### src/common/tpim_pkg.sv
// Package: constants, register map and carrier types of the timer group
package tpim_pkg;
	localparam int W16 = 16;
	localparam int W8 = 8;
	localparam int NCH = 5;
	localparam int AW = 6;
	localparam int DW = 16;
	// Register offsets (word index on the plain port)
	localparam logic [AW-1:0] A_CTRL = 6'h00;
	localparam logic [AW-1:0] A_W_PRE = 6'h01;
	localparam logic [AW-1:0] A_W_PER = 6'h02;
	localparam logic [AW-1:0] A_W_CNT = 6'h03;
	localparam logic [AW-1:0] A_CHMODE = 6'h04;
	localparam logic [AW-1:0] A_N0_PRE = 6'h05;
	localparam logic [AW-1:0] A_N0_PER = 6'h06;
	localparam logic [AW-1:0] A_N0_CMP = 6'h07;
	localparam logic [AW-1:0] A_N1_PRE = 6'h08;
	localparam logic [AW-1:0] A_N1_PER = 6'h09;
	localparam logic [AW-1:0] A_N1_CMP = 6'h0A;
	localparam logic [AW-1:0] A_STAT = 6'h0B;
	localparam logic [AW-1:0] A_MASK = 6'h0C;
	localparam logic [AW-1:0] A_N_CNT = 6'h0D;
	localparam logic [AW-1:0] A_CH_BASE = 6'h10;
	// Control bits
	localparam int C_WEN = 0;
	localparam int C_N0EN = 1;
	localparam int C_N1EN = 2;
	localparam int C_IR = 3;
	// Status bits: 0 wide wrap, 1..5 channel, 6 narrow0 wrap, 7 narrow0 cmp, 8 n1 wrap, 9 n1 cmp
	localparam int NEV = 10;
	localparam int S_WWRAP = 0;
	localparam int S_CH0 = 1;
	localparam int S_N0WRAP = 6;
	localparam int S_N0CMP = 7;
	localparam int S_N1WRAP = 8;
	localparam int S_N1CMP = 9;
	localparam logic [DW-1:0] ZERO16 = 16'h0000;
	localparam logic [DW-1:0] PER_RST = 16'hFFFF;

	typedef struct packed {
		logic [AW-1:0] addr;
		logic [DW-1:0] wdata;
		logic          wr;
		logic          rd;
	} tpim_bus_req_t;
endpackage

### src/rtl/tpim_narrow.sv
// Narrow 8-bit timer with prescaler, period and one PWM compare channel
`timescale 1ns/1ps
`default_nettype none
module tpim_narrow (
	input  wire logic       clock_in,
	input  wire logic       reset_n_in,
	input  wire logic       en_in,
	input  wire logic [7:0] pre_in,
	input  wire logic [7:0] per_in,
	input  wire logic [7:0] cmp_in,
	output logic      [7:0] cnt_out,
	output logic            pwm_out,
	output logic            wrap_out,
	output logic            match_out
);
	import tpim_pkg::*;
	logic [7:0] pre_q;
	logic       tick;
	assign tick = en_in && (pre_q >= pre_in);

	// ----------------------------------------
	// Prescaler and counter
	// ----------------------------------------
	always_ff @(posedge clock_in) begin
		if (!reset_n_in || !en_in || tick) begin
			pre_q <= 8'h00;
		end else begin
			pre_q <= pre_q + 8'h01;
		end
	end

	always_ff @(posedge clock_in) begin
		if (!reset_n_in) begin
			cnt_out <= 8'h00;
		end else if (tick) begin
			cnt_out <= (cnt_out >= per_in) ? 8'h00 : cnt_out + 8'h01;
		end
	end

	// ----------------------------------------
	// Events and PWM (high while below compare)
	// ----------------------------------------
	always_ff @(posedge clock_in) begin
		if (!reset_n_in) begin
			wrap_out  <= 1'b0;
			match_out <= 1'b0;
			pwm_out   <= 1'b0;
		end else begin
			wrap_out  <= tick && (cnt_out >= per_in);
			match_out <= tick && (cnt_out == cmp_in);
			pwm_out   <= en_in && (cnt_out < cmp_in);
		end
	end
endmodule
`default_nettype wire

### src/rtl/tpim_top.sv
// Timer group: 16-bit timer with five channels, two 8-bit timers, IR AND output
//
// Chosen here: the address map and the plain strobed port.
`timescale 1ns/1ps
`default_nettype none
// What this block does
// - Wide 16-bit counter, programmable prescaler, wraps at programmable period.
// - Five wide channels, each with its own 16-bit compare value.
// - Each wide channel selects PWM output or input-edge capture of count.
// - IR mode: wide counter steps per narrow-0 period; output is AND of both.
// - Two narrow 8-bit timers, own prescaler, wrap at 8-bit period.
// - Each narrow timer has one 8-bit compare channel usable as PWM.
// - DMA requests let a DMA move data to single timer registers.
module tpim_top (
	input  wire logic                        clock_in,
	input  wire logic                        reset_n_in,
	input  wire logic [tpim_pkg::AW-1:0]     addr_in,
	input  wire logic [tpim_pkg::DW-1:0]     wdata_in,
	input  wire logic                        wr_in,
	input  wire logic                        rd_in,
	input  wire logic [tpim_pkg::NCH-1:0]    cap_in,
	output logic      [tpim_pkg::DW-1:0]     rdata_out,
	output logic      [tpim_pkg::NCH-1:0]    ch_pwm_out,
	output logic      [1:0]                  n_pwm_out,
	output logic                             ir_out,
	output logic                             irq_out,
	output logic                             dma_wide_req_out,
	output logic      [1:0]                  dma_n_req_out
);
	import tpim_pkg::*;

	tpim_bus_req_t req;
	assign req = '{addr: addr_in, wdata: wdata_in, wr: wr_in, rd: rd_in};

	// ----------------------------------------
	// Configuration registers
	// ----------------------------------------
	logic [3:0]      ctrl_q;
	logic [DW-1:0]   wpre_q;
	logic [DW-1:0]   wper_q;
	logic [NCH-1:0]  chcap_q;
	logic [NCH-1:0]  chrise_q;
	logic [7:0]      npre_q [2];
	logic [7:0]      nper_q [2];
	logic [7:0]      ncmp_q [2];
	logic [NEV-1:0]  mask_q;
	logic [NEV-1:0]  stat_q;
	logic [DW-1:0]   chval_q [NCH];
	logic [DW-1:0]   wcnt_q;
	logic [DW-1:0]   wpc_q;

	always_ff @(posedge clock_in) begin
		if (!reset_n_in) begin
			ctrl_q   <= 4'h0;
			wpre_q   <= ZERO16;
			wper_q   <= PER_RST;
			chcap_q  <= 5'h00;
			chrise_q <= 5'h1F;
			mask_q   <= 10'h000;
			for (int i = 0; i < 2; i++) begin
				npre_q[i] <= 8'h00;
				nper_q[i] <= 8'hFF;
				ncmp_q[i] <= 8'h00;
			end
		end else if (req.wr) begin
			case (req.addr)
				A_CTRL:   ctrl_q <= req.wdata[3:0];
				A_W_PRE:  wpre_q <= req.wdata;
				A_W_PER:  wper_q <= req.wdata;
				A_CHMODE: begin
					chcap_q  <= req.wdata[4:0];
					chrise_q <= req.wdata[12:8];
				end
				A_N0_PRE: npre_q[0] <= req.wdata[7:0];
				A_N0_PER: nper_q[0] <= req.wdata[7:0];
				A_N0_CMP: ncmp_q[0] <= req.wdata[7:0];
				A_N1_PRE: npre_q[1] <= req.wdata[7:0];
				A_N1_PER: nper_q[1] <= req.wdata[7:0];
				A_N1_CMP: ncmp_q[1] <= req.wdata[7:0];
				A_MASK:   mask_q <= req.wdata[NEV-1:0];
				default:  ;
			endcase
		end
	end

	// ----------------------------------------
	// Narrow timers
	// ----------------------------------------
	logic [7:0] ncnt [2];
	logic [1:0] npwm;
	logic [1:0] nwrap;
	logic [1:0] nmatch;

	genvar g;
	generate
		for (g = 0; g < 2; g++) begin : g_n
			tpim_narrow u_n (
				.clock_in   (clock_in),
				.reset_n_in (reset_n_in),
				.en_in      (ctrl_q[C_N0EN + g]),
				.pre_in     (npre_q[g]),
				.per_in     (nper_q[g]),
				.cmp_in     (ncmp_q[g]),
				.cnt_out    (ncnt[g]),
				.pwm_out    (npwm[g]),
				.wrap_out   (nwrap[g]),
				.match_out  (nmatch[g])
			);
		end
	endgenerate

	// ----------------------------------------
	// Wide timer
	// ----------------------------------------
	logic wtick;
	logic wwrap;
	assign wtick = ctrl_q[C_WEN] &&
		(ctrl_q[C_IR] ? nwrap[0] : (wpc_q >= wpre_q));
	assign wwrap = wtick && (wcnt_q >= wper_q);

	always_ff @(posedge clock_in) begin
		if (!reset_n_in || !ctrl_q[C_WEN] || ctrl_q[C_IR] || wpc_q >= wpre_q) begin
			wpc_q <= ZERO16;
		end else begin
			wpc_q <= wpc_q + 16'h0001;
		end
	end

	always_ff @(posedge clock_in) begin
		if (!reset_n_in) begin
			wcnt_q <= ZERO16;
		end else if (req.wr && req.addr == A_W_CNT) begin
			wcnt_q <= ZERO16; // Any write restarts the count
		end else if (wtick) begin
			wcnt_q <= wwrap ? ZERO16 : wcnt_q + 16'h0001;
		end
	end

	// ----------------------------------------
	// Wide channels: compare or capture
	// ----------------------------------------
	// Inputs taken as synchronous; one flop gives a previous level for edges
	logic [NCH-1:0] cap_prev_q;
	logic [NCH-1:0] ch_ev;
	logic [NCH-1:0] ch_pwm_d;

	always_ff @(posedge clock_in) begin
		if (!reset_n_in) begin
			cap_prev_q <= 5'h00;
		end else begin
			cap_prev_q <= cap_in;
		end
	end

	generate
		for (g = 0; g < NCH; g++) begin : g_ch
			logic edge_hit;
			assign edge_hit = chrise_q[g] ? (cap_in[g] && !cap_prev_q[g])
				: (!cap_in[g] && cap_prev_q[g]);
			assign ch_ev[g] = chcap_q[g] ? edge_hit
				: (wtick && wcnt_q == chval_q[g]);
			assign ch_pwm_d[g] = !chcap_q[g] && ctrl_q[C_WEN]
				&& (wcnt_q < chval_q[g]);

			always_ff @(posedge clock_in) begin
				if (!reset_n_in) begin
					chval_q[g] <= ZERO16;
				end else if (chcap_q[g] && edge_hit) begin
					chval_q[g] <= wcnt_q;
				end else if (req.wr && req.addr == A_CH_BASE + AW'(g)) begin
					chval_q[g] <= req.wdata;
				end
			end
		end
	endgenerate

	// ----------------------------------------
	// Status, mask and interrupt
	// ----------------------------------------
	logic [NEV-1:0] ev;
	assign ev = {nmatch[1], nwrap[1], nmatch[0], nwrap[0], ch_ev, wwrap};

	always_ff @(posedge clock_in) begin
		if (!reset_n_in) begin
			stat_q <= 10'h000;
		end else begin
			// Set wins over a write-one clear in the same cycle
			stat_q <= (stat_q & ~((req.wr && req.addr == A_STAT) ?
				req.wdata[NEV-1:0] : 10'h000)) | ev;
		end
	end

	always_ff @(posedge clock_in) begin
		if (!reset_n_in) begin
			irq_out <= 1'b0;
		end else begin
			irq_out <= |(stat_q & mask_q);
		end
	end

	// ----------------------------------------
	// Outputs and DMA triggers
	// ----------------------------------------
	always_ff @(posedge clock_in) begin
		if (!reset_n_in) begin
			ch_pwm_out       <= 5'h00;
			n_pwm_out        <= 2'h0;
			ir_out           <= 1'b0;
			dma_wide_req_out <= 1'b0;
			dma_n_req_out    <= 2'h0;
		end else begin
			ch_pwm_out       <= ch_pwm_d;
			n_pwm_out        <= npwm;
			// Channel 0 carries the envelope, narrow 0 the carrier
			ir_out           <= ctrl_q[C_IR] && ch_pwm_d[0] && npwm[0];
			dma_wide_req_out <= wwrap || (|ch_ev);
			dma_n_req_out    <= nwrap;
		end
	end

	// ----------------------------------------
	// Read port
	// ----------------------------------------
	always_ff @(posedge clock_in) begin
		if (!reset_n_in) begin
			rdata_out <= ZERO16;
		end else if (req.rd) begin
			rdata_out <= ZERO16;
			case (req.addr)
				A_CTRL:   rdata_out <= {12'h000, ctrl_q};
				A_W_PRE:  rdata_out <= wpre_q;
				A_W_PER:  rdata_out <= wper_q;
				A_W_CNT:  rdata_out <= wcnt_q;
				A_CHMODE: rdata_out <= {3'h0, chrise_q, 3'h0, chcap_q};
				A_N0_PRE: rdata_out <= {8'h00, npre_q[0]};
				A_N0_PER: rdata_out <= {8'h00, nper_q[0]};
				A_N0_CMP: rdata_out <= {8'h00, ncmp_q[0]};
				A_N1_PRE: rdata_out <= {8'h00, npre_q[1]};
				A_N1_PER: rdata_out <= {8'h00, nper_q[1]};
				A_N1_CMP: rdata_out <= {8'h00, ncmp_q[1]};
				A_STAT:   rdata_out <= {6'h00, stat_q};
				A_MASK:   rdata_out <= {6'h00, mask_q};
				A_N_CNT:  rdata_out <= {ncnt[1], ncnt[0]};
				default: begin
					for (int i = 0; i < NCH; i++) begin
						if (req.addr == A_CH_BASE + AW'(i)) begin
							rdata_out <= chval_q[i];
						end
					end
				end
			endcase
		end
	end
endmodule
`default_nettype wire

### config.mk
export PLATFORM = sky130hd
export DESIGN_NAME = tpim_top
export DESIGN_NICKNAME = d
export VERILOG_FILES = /design/src/common/tpim_pkg.sv /design/src/rtl/tpim_narrow.sv /design/src/rtl/tpim_top.sv
export SDC_FILE = /design/constraint.sdc
export NUM_CORES = 1
export LEC_CHECK = 0
export ABC_AREA = 1
export BUFFER_PORTS_ARGS = -buffer_cell sky130_fd_sc_hd__buf_2
export CORE_ASPECT_RATIO = 1.4
export CORE_MARGIN = 2
export CORE_UTILIZATION = 32
export DETAILED_ROUTE_END_ITERATION = 8
export GPL_ROUTABILITY_DRIVEN = 0
export PLACE_DENSITY = 0.44
export SETUP_SLACK_MARGIN = 0.05
export SYNTH_ARGS = -nofsm -noshare
export SYNTH_HDL_FRONTEND = slang
export SYNTH_SLANG_ARGS = --single-unit
### constraint.sdc
create_clock -name clock_in -period 2.4 [get_ports clock_in]
set_input_delay 0.36 -clock clock_in [delete_from_list [all_inputs] [get_ports clock_in]]
set_output_delay 0.36 -clock clock_in [all_outputs]
set_load 0.02 [all_outputs]
# == Word level (Yosys, flattened, before mapping) ==
# Memory sizes are Yosys's and may differ from the RTL's.
# Index checks and enable logic that the tools add are counted.
# op_classes
n_mux,97
n_eq_ne,25
addsub,6
reduce_logical,85
order_cmp,13
bitwise,21
# op_table
cell,n
$mux W16,16
$pmux W16 S14,1
$eq A16 B16 Y1,5
$lt A16 B16 Y1,5
$mux W1,71
$mux W8,8
$logic_and A1 B1 Y1,49
$eq A6 B4 Y1 const B,6
$add A16 B1 Y16 const B,2
$add A8 B1 Y8 const B,4
$ge A16 B16 Y1,2
$ge A8 B8 Y1,4
$eq A6 B5 Y1 const B,5
$eq A6 B3 Y1 const B,4
$and A10 B10 Y10,2
$logic_not A1 Y1,19
$eq A8 B8 Y1,2
$lt A8 B8 Y1,2
$or A1 B1 Y1,16
$eq A6 B2 Y1 const B,2
$mux W10,1
$not A10 Y10,1
$or A10 B10 Y10,1
$reduce_and A2 Y1,5
7 further kinds,14
# word_totals
inputBits,31
memories,4
elab_cells,278
ff_bits,169
ramBits,128
# memory_table
memory,depth,width,read_ports,rd_clocked_by_memory_dff,wr,line_no,rtl
chval_q,5,16,5,0,5,tpim_top.sv:48,logic [DW-1:0] chval_q [NCH];
ncmp_q,2,8,2,0,2,tpim_top.sv:45,logic [7:0] ncmp_q [2];
nper_q,2,8,2,0,2,tpim_top.sv:44,logic [7:0] nper_q [2];
npre_q,2,8,2,0,2,tpim_top.sv:43,logic [7:0] npre_q [2];

# == Logic depth before layout (Yosys ltp) ==
# Gate-level depths: netlist of the first run.
# logic_depth
word_depth,9
ltp_mapped,16
mapped_depth_nobuf,16

# == Modules after synthesis ==
# A second synthesis of the first run with hierarchy kept.
# unflattened
hier_cells,2169
hier_area_um2,17400.4
# modules_own_cells
mod,cells_each,area_per_inst_um2,instances
tpim_top,1703,14242.4,1
tpim_narrow,233,1579.0,2

# == Worst setup path before layout of the first run ==
# OpenSTA, ideal clock, no wires.
# synth_path
path_kind,input -> register
start,input cap_in[2] in the netlist's numbering
end,memory chval_q[2][0] (enable)
path_slack_ps,215
arrival_ps,1769
required_time_ps,1984
cell_stages,6
cell_sequence,or2_2 > o21ai_0 > nand2_1 > nand4_1 > buf_2 > nand3_1
# synth_lines
item,line_no,rtl
"start, declared",tpim_top.sv:21,"input wire logic [tpim_pkg::NCH-1:0] cap_in,"
"end, declared",tpim_top.sv:48,

# == Worst setup path in the final report of the first run ==
# layout_path
start,register wcnt_q[1]
end,register dma_wide_req_out
# layout_between
elab_chain_len,5
# layout_lines
item,line_no,rtl
"start, declared",tpim_top.sv:49,logic [DW-1:0] wcnt_q;
"start signal, assigned",tpim_top.sv:135,wcnt_q <= wwrap ? ZERO16 : wcnt_q + 16'h0001;
"parallel branches: the longest is 4 deep, another holds $ge A16 B16 Y1",n/a,
$logic_or A1 B1 Y1 (*),tpim_top.sv:216,dma_wide_req_out <= wwrap || (|ch_ev);
"end signal, assigned",tpim_top.sv:216,
"end, declared",tpim_top.sv:27,"output logic dma_wide_req_out,"
# Every way passes the cells marked *.
# A chain may end at the register's enable or synchronous reset.

==> qor.txt, run 1 <==
Min Clock Period, post-route: 2.281 ns
Yosys reg bits: 297
Initial antenna violation count: 1
Top Usage Layer GRT: met2
Register area share after synthesis: 42.87%
Worst-Margin Slew: 0.8508 ns
Clock skew: 0.01932 ns
Die Y: 275.6 um
Number of CTS-inserted buffers: 35
Distinct cells, synth: 51
IO buf count: 58
CTS root buf: clkbuf_16
Relative slew slack: 42.77%
Slowest CP cell: dfxtp_1
Fin worst setup slack: 0.1185 ns
Core area: 52,150 um^2
Mean number of vias per cell: 5.170
Die ar.: 54,550 um^2
Async set-reset flop share out of synthesis: 0%
Synth warn: 0
Antenna Nets Post-Route: 0
Number of nets in the layout: 2,440
Startpoint Class: register
Global routing usage on met2: 47.14%
Vias in the first global route: 15,433
Via count: 15,380
Int Power: 8.677 mW
F_max: 438.3 MHz
WP buf/inv: 1
Switching power total: 2.834 mW
Hold Crit Class: in2reg
Initial Util: 32.32%
Area growth, synth to finish: 19.18%
Filler cells: 5,454
Pin count of the biggest net entering global routing: 46
Critical setup path kind: reg2reg
CP required: 2.86 ns
Setup Buffers After CTS: 0
Static Leak: 8.914 nW
Met3 usage: 2.456%
Maximum clock insertion buffer count: 3
Largest fanout on the critical path: 7
GR Util met1: 27.24%
Yosys top cell area share: 22.80%
Clock share of power: 45.8%
Antenna diodes: 0
Syn nets: 2,259
Worst skew pair latency: 0.54 ns
Final count of hold timing violations: 0
First-pass GRT wire length: 98.24 mm
DRC: 0
Net Sw Frac: 24.62%
CTS tree: built
Final slew viol count: 0
Gr usage total: 24.71%
Final Non-Filler Cells: 2,975
Most common cell in the netlist: nand2_1
Synthesized area per cell: 8.175 um^2
Crit-path max cell delay: 0.62 ns
I/O Pins: 59
Placed cells: 2,913
Row cnt: 99
Final worst-path cycle share: 95.06%
Largest area contributor in the netlist: edfxtp_1
Peak supply drop: 0.5331 mV
TNS Setup: 0 ns
Final HPWL DP: 52.74 mm
Logic pwr share: 6.7%
Drt first pass iters: 5
Hold Buf Count CTS: 0
Area contributors post-synth: edfxtp_1 (23%), dfxtp_1 (20%), ha_1 (12%), nand2_1 (7.7%), inv_1 (6.9%)
WL/cell: 22.39 um
RSZ-0062 raised after global routing: false
GRT overflow: 0
Seq pwr share: 47.5%
Final WL: 66.60 mm
Endpoint arrival time on the critical path: 2.74 ns
Share of post-route cells with drive strength above 1: 12.52%
Critical path capture point type: register
DP Worst Slack: 0.06321 ns
Post-Syn Area: 16,860 um^2
Outcome: finished, final reports clean
EDFF count, synth: 128
CP delay by family, top: simple AND/OR/NAND/NOR gates
Initial DRC Count: 986
Clock-pin slew on the worst setup and hold paths: 0.06 ns
PD cells: 573.0 nW/um^2
Clock sink count: 297
Hold_ws: 0.03760 ns
Cell Chain, Critical Path: buf_4, ha_1, nand2_1, nor3_1, nand2_1, nor2_1, nand3_1, nand2_1, nor2_1, nand2_1, nor2_1, nor2_1
Depth of the CTS H-tree: 2
Post-Syn Instances: 2,062
Final setup fails: 0
Top FF cell, synth: dfxtp_1
Max cap viols: 0
Die W: 198.0 um
Synth cell count leaders: nand2_1 (345), inv_1 (311), nor2_1 (185)
[layout make-up]
class | instances | area [um^2] | share of cell area (%)
Clock buffer | 56 | 1036 | 5.157
Clock inverter | 6 | 57.56 | 0.2865
Inverter | 328 | 1234 | 6.141
Multi-Input combinational cell | 1382 | 8175 | 40.69
Sequential cell | 297 | 7228 | 35.98
Tap cell | 707 | 884.6 | 4.403
Timing Repair Buffer | 199 | 1474 | 7.337
[flip-flops by register name, indices dropped and copies added (netlist names), 5 cells and up]
signal / flops
g_n.u_n.cnt_out: 16
chrise_q: 5
ncmp_q: 16
npre_q: 16
stat_q: 10
chval_q: 80
rdata_out: 16
wpre_q: 16
wpc_q: 16
mask_q: 10
nper_q: 16
chcap_q: 5
wcnt_q: 16
g_n.u_n.pre_q: 16
cap_prev_q: 5
wper_q: 16
ch_pwm_out: 5
[kinds of logic after synthesis]
logic type      Yosys count  synth area share [%]
simple gates            723                 18.55
flops                   297                 42.87
xor+xnor                 21                 1.091
fa+ha+maj               166                 12.32
buf+inv                 383                 8.789
compound gates          472                 16.37
[layout by cell type, fill, tap and decap left out, types with 58 or more instances in the layout]
cell,instances
edfxtp_1,128
buf_2,58
inv_1,311
a21oi_1,156
buf_4,131
nand2_1,344
nor2_1,184
dfxtp_1,168
o21ai_0,122
nand3_1,77
o22ai_1,98
ha_1,166
[worst reg2reg max path: stages (launching register included)]
cell and delay, ns:
dfxtp_1 0.62, buf_4 0.23, ha_1 0.15, nand2_1 0.06, nor3_1 0.24, nand2_1 0.15
nor2_1 0.29, nand3_1 0.16, nand2_1 0.11, nor2_1 0.05, nand2_1 0.05, nor2_1 0.04
nor2_1 0.08
[worst paths after layout]
kind	start	end	slack, ns	cells past startpoint
worst max-delay path	wcnt_q[1]	dma_wide_req_out	0.12	12
worst min register to register	g_n[1].u_n.pwm_out	n_pwm_out[1]	0.41	2
worst min-delay path	cap_in[1]	cap_prev_q[1]	0.04	3
worst max register to register	wcnt_q[1]	dma_wide_req_out	0.12	12
[power groups by stage]
stage               logic (mW)  clock network (mW)  registers, mW
floorplan                0.395                   0           5.56
global route             0.843                5.58           5.48
CTS                      0.771                5.39           5.46
global placement         0.761                   0           5.57
detailed placement       0.769                   0           5.57
finish                   0.772                5.28           5.46
[timing repair]
item,in CTS,in global routing
gates cloned,0,0
resized for setup,1,8
endpoints found under the setup margin,4,14
[per-stage QoR]
stage,total power [mW],area [um^2],utilization [%]
after global routing,11.90,20090,38.52
after detailed placement,6.343,18970,36.37
final,11.51,20090,38.52
after global placement,6.334,18970,36.37
after floorplan,5.955,16860,-
after CTS,11.63,20060,38.47
[per-layer routing]
| metal | share of wire (%) | wire (um) |
|---|---|---|
| met1 | 39 | 25720 |
| met3 | 3.5 | 2321 |
| met4 | 5.1 | 3405 |
| met5 | 0.015 | 10 |
| met2 | 53 | 35150 |
Note: power is estimated with default switching activity, not from simulation.
==> inputs of run 2 (changes only) <==
Settings changed: ABC_AREA 1 to unset.
==> qor.txt, run 2 <==
Outcome: finished, final reports clean
Syn nets: 2,036
Static Leak: 8.715 nW
Final Non-Filler Cells: 2,744
CTS root buf: clkbuf_16
Antenna diodes: 0
Number of CTS-inserted buffers: 36
Synthesized area per cell: 9.493 um^2
Critical path capture point type: register
PD cells: 594.6 nW/um^2
Initial Util: 32.28%
Yosys top cell area share: 22.02%
Cell Chain, Critical Path: inv_1, ha_1, and2_1, a221o_1, a22o_1, or2_2, nand3_1, o32ai_1
Top FF cell, synth: dfxtp_1
Area of the multi-input gates: 9164 um^2
Logic pwr share: 9.5%
Critical setup path kind: reg2reg
Row cnt: 101
Seq pwr share: 44.6%
GRT overflow: 0
Most frequent cells in the layout: nand2_1 (185), inv_1 (169), ha_1 (166)
Core area: 54,090 um^2
Net Sw Frac: 25.88%
Placed Instance Area: 19,670 um^2
EDFF count, synth: 128
First-pass GRT wire length: 99.92 mm
Placed cells: 2,672
CTS tree: built
Via count: 15,127
Peak supply drop: 0.4063 mV
Antenna Nets Post-Route: 0
Die ar.: 56,470 um^2
IO buf count: 58
Largest Register: chval_q
Post-Syn Instances: 1,839
Reg2Reg Launch Point: npre_q[0][13]
Initial DRC Count: 1,070
Slowest CP cell: edfxtp_1
CP required: 2.83 ns
Area contributors post-synth: edfxtp_1 (22%), dfxtp_1 (19%), ha_1 (12%), a22o_1 (5.0%), nand2_1 (4.0%)
Max cap viols: 0
Clock sink count: 297
Worst setup path endpoint: g_n[1].u_n.cnt_out[5]
Final count of hold timing violations: 0
Worst Setup SP: npre_q[0][13]
Switching power total: 3.236 mW
Maximum clock insertion buffer count: 3
F_max: 440.0 MHz
Hold Crit Class: in2reg
Max reg flops: 80
Final worst-path cycle share: 94.70%
Endpoint arrival time on the critical path: 2.70 ns
Share of post-route cells with drive strength above 1: 18.34%
Initial antenna violation count: 1
Final WL: 67.45 mm
Yosys reg bits: 297
Final slew viol count: 0
Synth warn: 0
Worst-Margin Slew: 1.194 ns
Final HPWL DP: 53.02 mm
Die W: 201.4 um
Min Clock Period, post-route: 2.273 ns
Reg2Reg Depth: 8
Relative slew slack: 20.37%
Vias in the first global route: 15,339
Commonest non-fill, non-tap cell in the layout: nand2_1
R2R Path End: g_n[1].u_n.cnt_out[5]
Synth cell count leaders: nand2_1 (185), inv_1 (171), dfxtp_1 (169)
DRC: 0
Final setup fails: 0
Depth of the CTS H-tree: 2
RSZ-0062 raised after global routing: true
Largest fanout on the critical path: 6
R2r setup slk: 0.13 ns
Int Power: 9.270 mW
Largest area contributor in the netlist: edfxtp_1
Worst skew pair latency: 0.57 ns
Number of nets in the layout: 2,192
Area growth, synth to finish: 20.48%
Startpoint Class: register
Reg area: 7234 um^2
Pin count of the biggest net entering global routing: 46
Filler cells: 5,515
Drt first pass iters: 9
Async set-reset flop share out of synthesis: 0%
Clock share of power: 45.9%
Die Y: 280.4 um
Crit-path max cell delay: 0.47 ns
Gr usage total: 23.91%
Post-Syn Area: 17,460 um^2
WL/cell: 24.58 um
Register area share after synthesis: 41.40%
Clock-pin slew on the worst setup and hold paths: 0.06 ns
I/O Pins: 59
Design Area, Final: 21,030 um^2
Clock skew: 0.03663 ns
Most common cell in the netlist: nand2_1
Hold depth: 2
Mean number of vias per cell: 5.513
Distinct cells, synth: 75
run 2: metrics by stage:
step / power, mW / TNS (ns) / setup slack [ns] / hold WS [ns] / utilization [%]
2_1_floorplan: 6.256 / 0 / 0.07776 / 0.4119 / -
3_3_place_gp: 6.844 / -0.01342 / -0.01342 / 0.4192 / 36.36
3_5_place_dp: 6.861 / -0.008389 / -0.004400 / 0.4285 / 36.36
4_1_cts: 12.65 / 0 / 0.03837 / 0.05183 / 38.66
5_1_grt: 12.95 / 0 / 0.02712 / 0.06586 / 38.89
6_report: 12.51 / 0 / 0.1271 / 0.08640 / 38.89
run 2: worst min-delay path by stage:
stage	from	to	slack, ns
after global routing	cap_in[4]	cap_prev_q[4]	0.07
after CTS	cap_in[4]	cap_prev_q[4]	0.05
final	cap_in[2]	cap_prev_q[2]	0.09
after global placement	g_n[1].u_n.pwm_out	n_pwm_out[1]	0.42
after floorplan	g_n[1].u_n.pwm_out	n_pwm_out[1]	0.41
after detailed placement	g_n[1].u_n.pwm_out	n_pwm_out[1]	0.43
run 2: final cells by class:
class	count	area share, %
inverters	171	3.052
clock inverters	16	0.8030
well taps	721	4.289
repair buffers	231	8.869
clock buffers	50	5.026
multi-input cells	1258	43.57
flip-flops and latches	297	34.39
run 2: power by group through the flow:
stage | clock (mW) | combinational, mW | sequential [mW]
2_1_floorplan | 0 | 0.635 | 5.62
3_3_place_gp | 0 | 1.16 | 5.68
3_5_place_dp | 0 | 1.18 | 5.69
4_1_cts | 5.89 | 1.18 | 5.58
5_1_grt | 6.06 | 1.30 | 5.59
6_report | 5.74 | 1.18 | 5.58
run 2: what timing repair did:
item | in CTS | in global routing
gates resized for setup | 3 | 23
hold buffers | 1 | 0
setup buffers | 0 | 5
setup endpoints to repair | 12 | 49
hold endpoints to repair | 1 | 0
pin swaps | 0 | 6
run 2: critical path: cells and delay by family, from the launching register on:
kind	cells	cell delay (ns)
AO/OA/AOI/OAI	3	0.68
adder cells (fa/ha/maj)	1	0.22
buffers and inverters	1	0.11
flip-flops	1	0.47
AND/OR/NAND/NOR	3	0.66
run 2: cell families after synthesis:
family,synth area share [%]
XOR/XNOR,1.355
AND/OR/NAND/NOR,17.29
adder cells (fa/ha/maj),11.90
AO/OA/AOI/OAI,19.30
flip-flops,41.40
buffers and inverters,6.644
multiplexers,2.121
run 2: routing by layer:
layer | global-route usage [%] | wire length [um]
met1 | 26.52 | 25790
met2 | 44.72 | 35200
met3 | 2.950 | 2847
met4 | 11.97 | 3615
met5 | 0 | 0
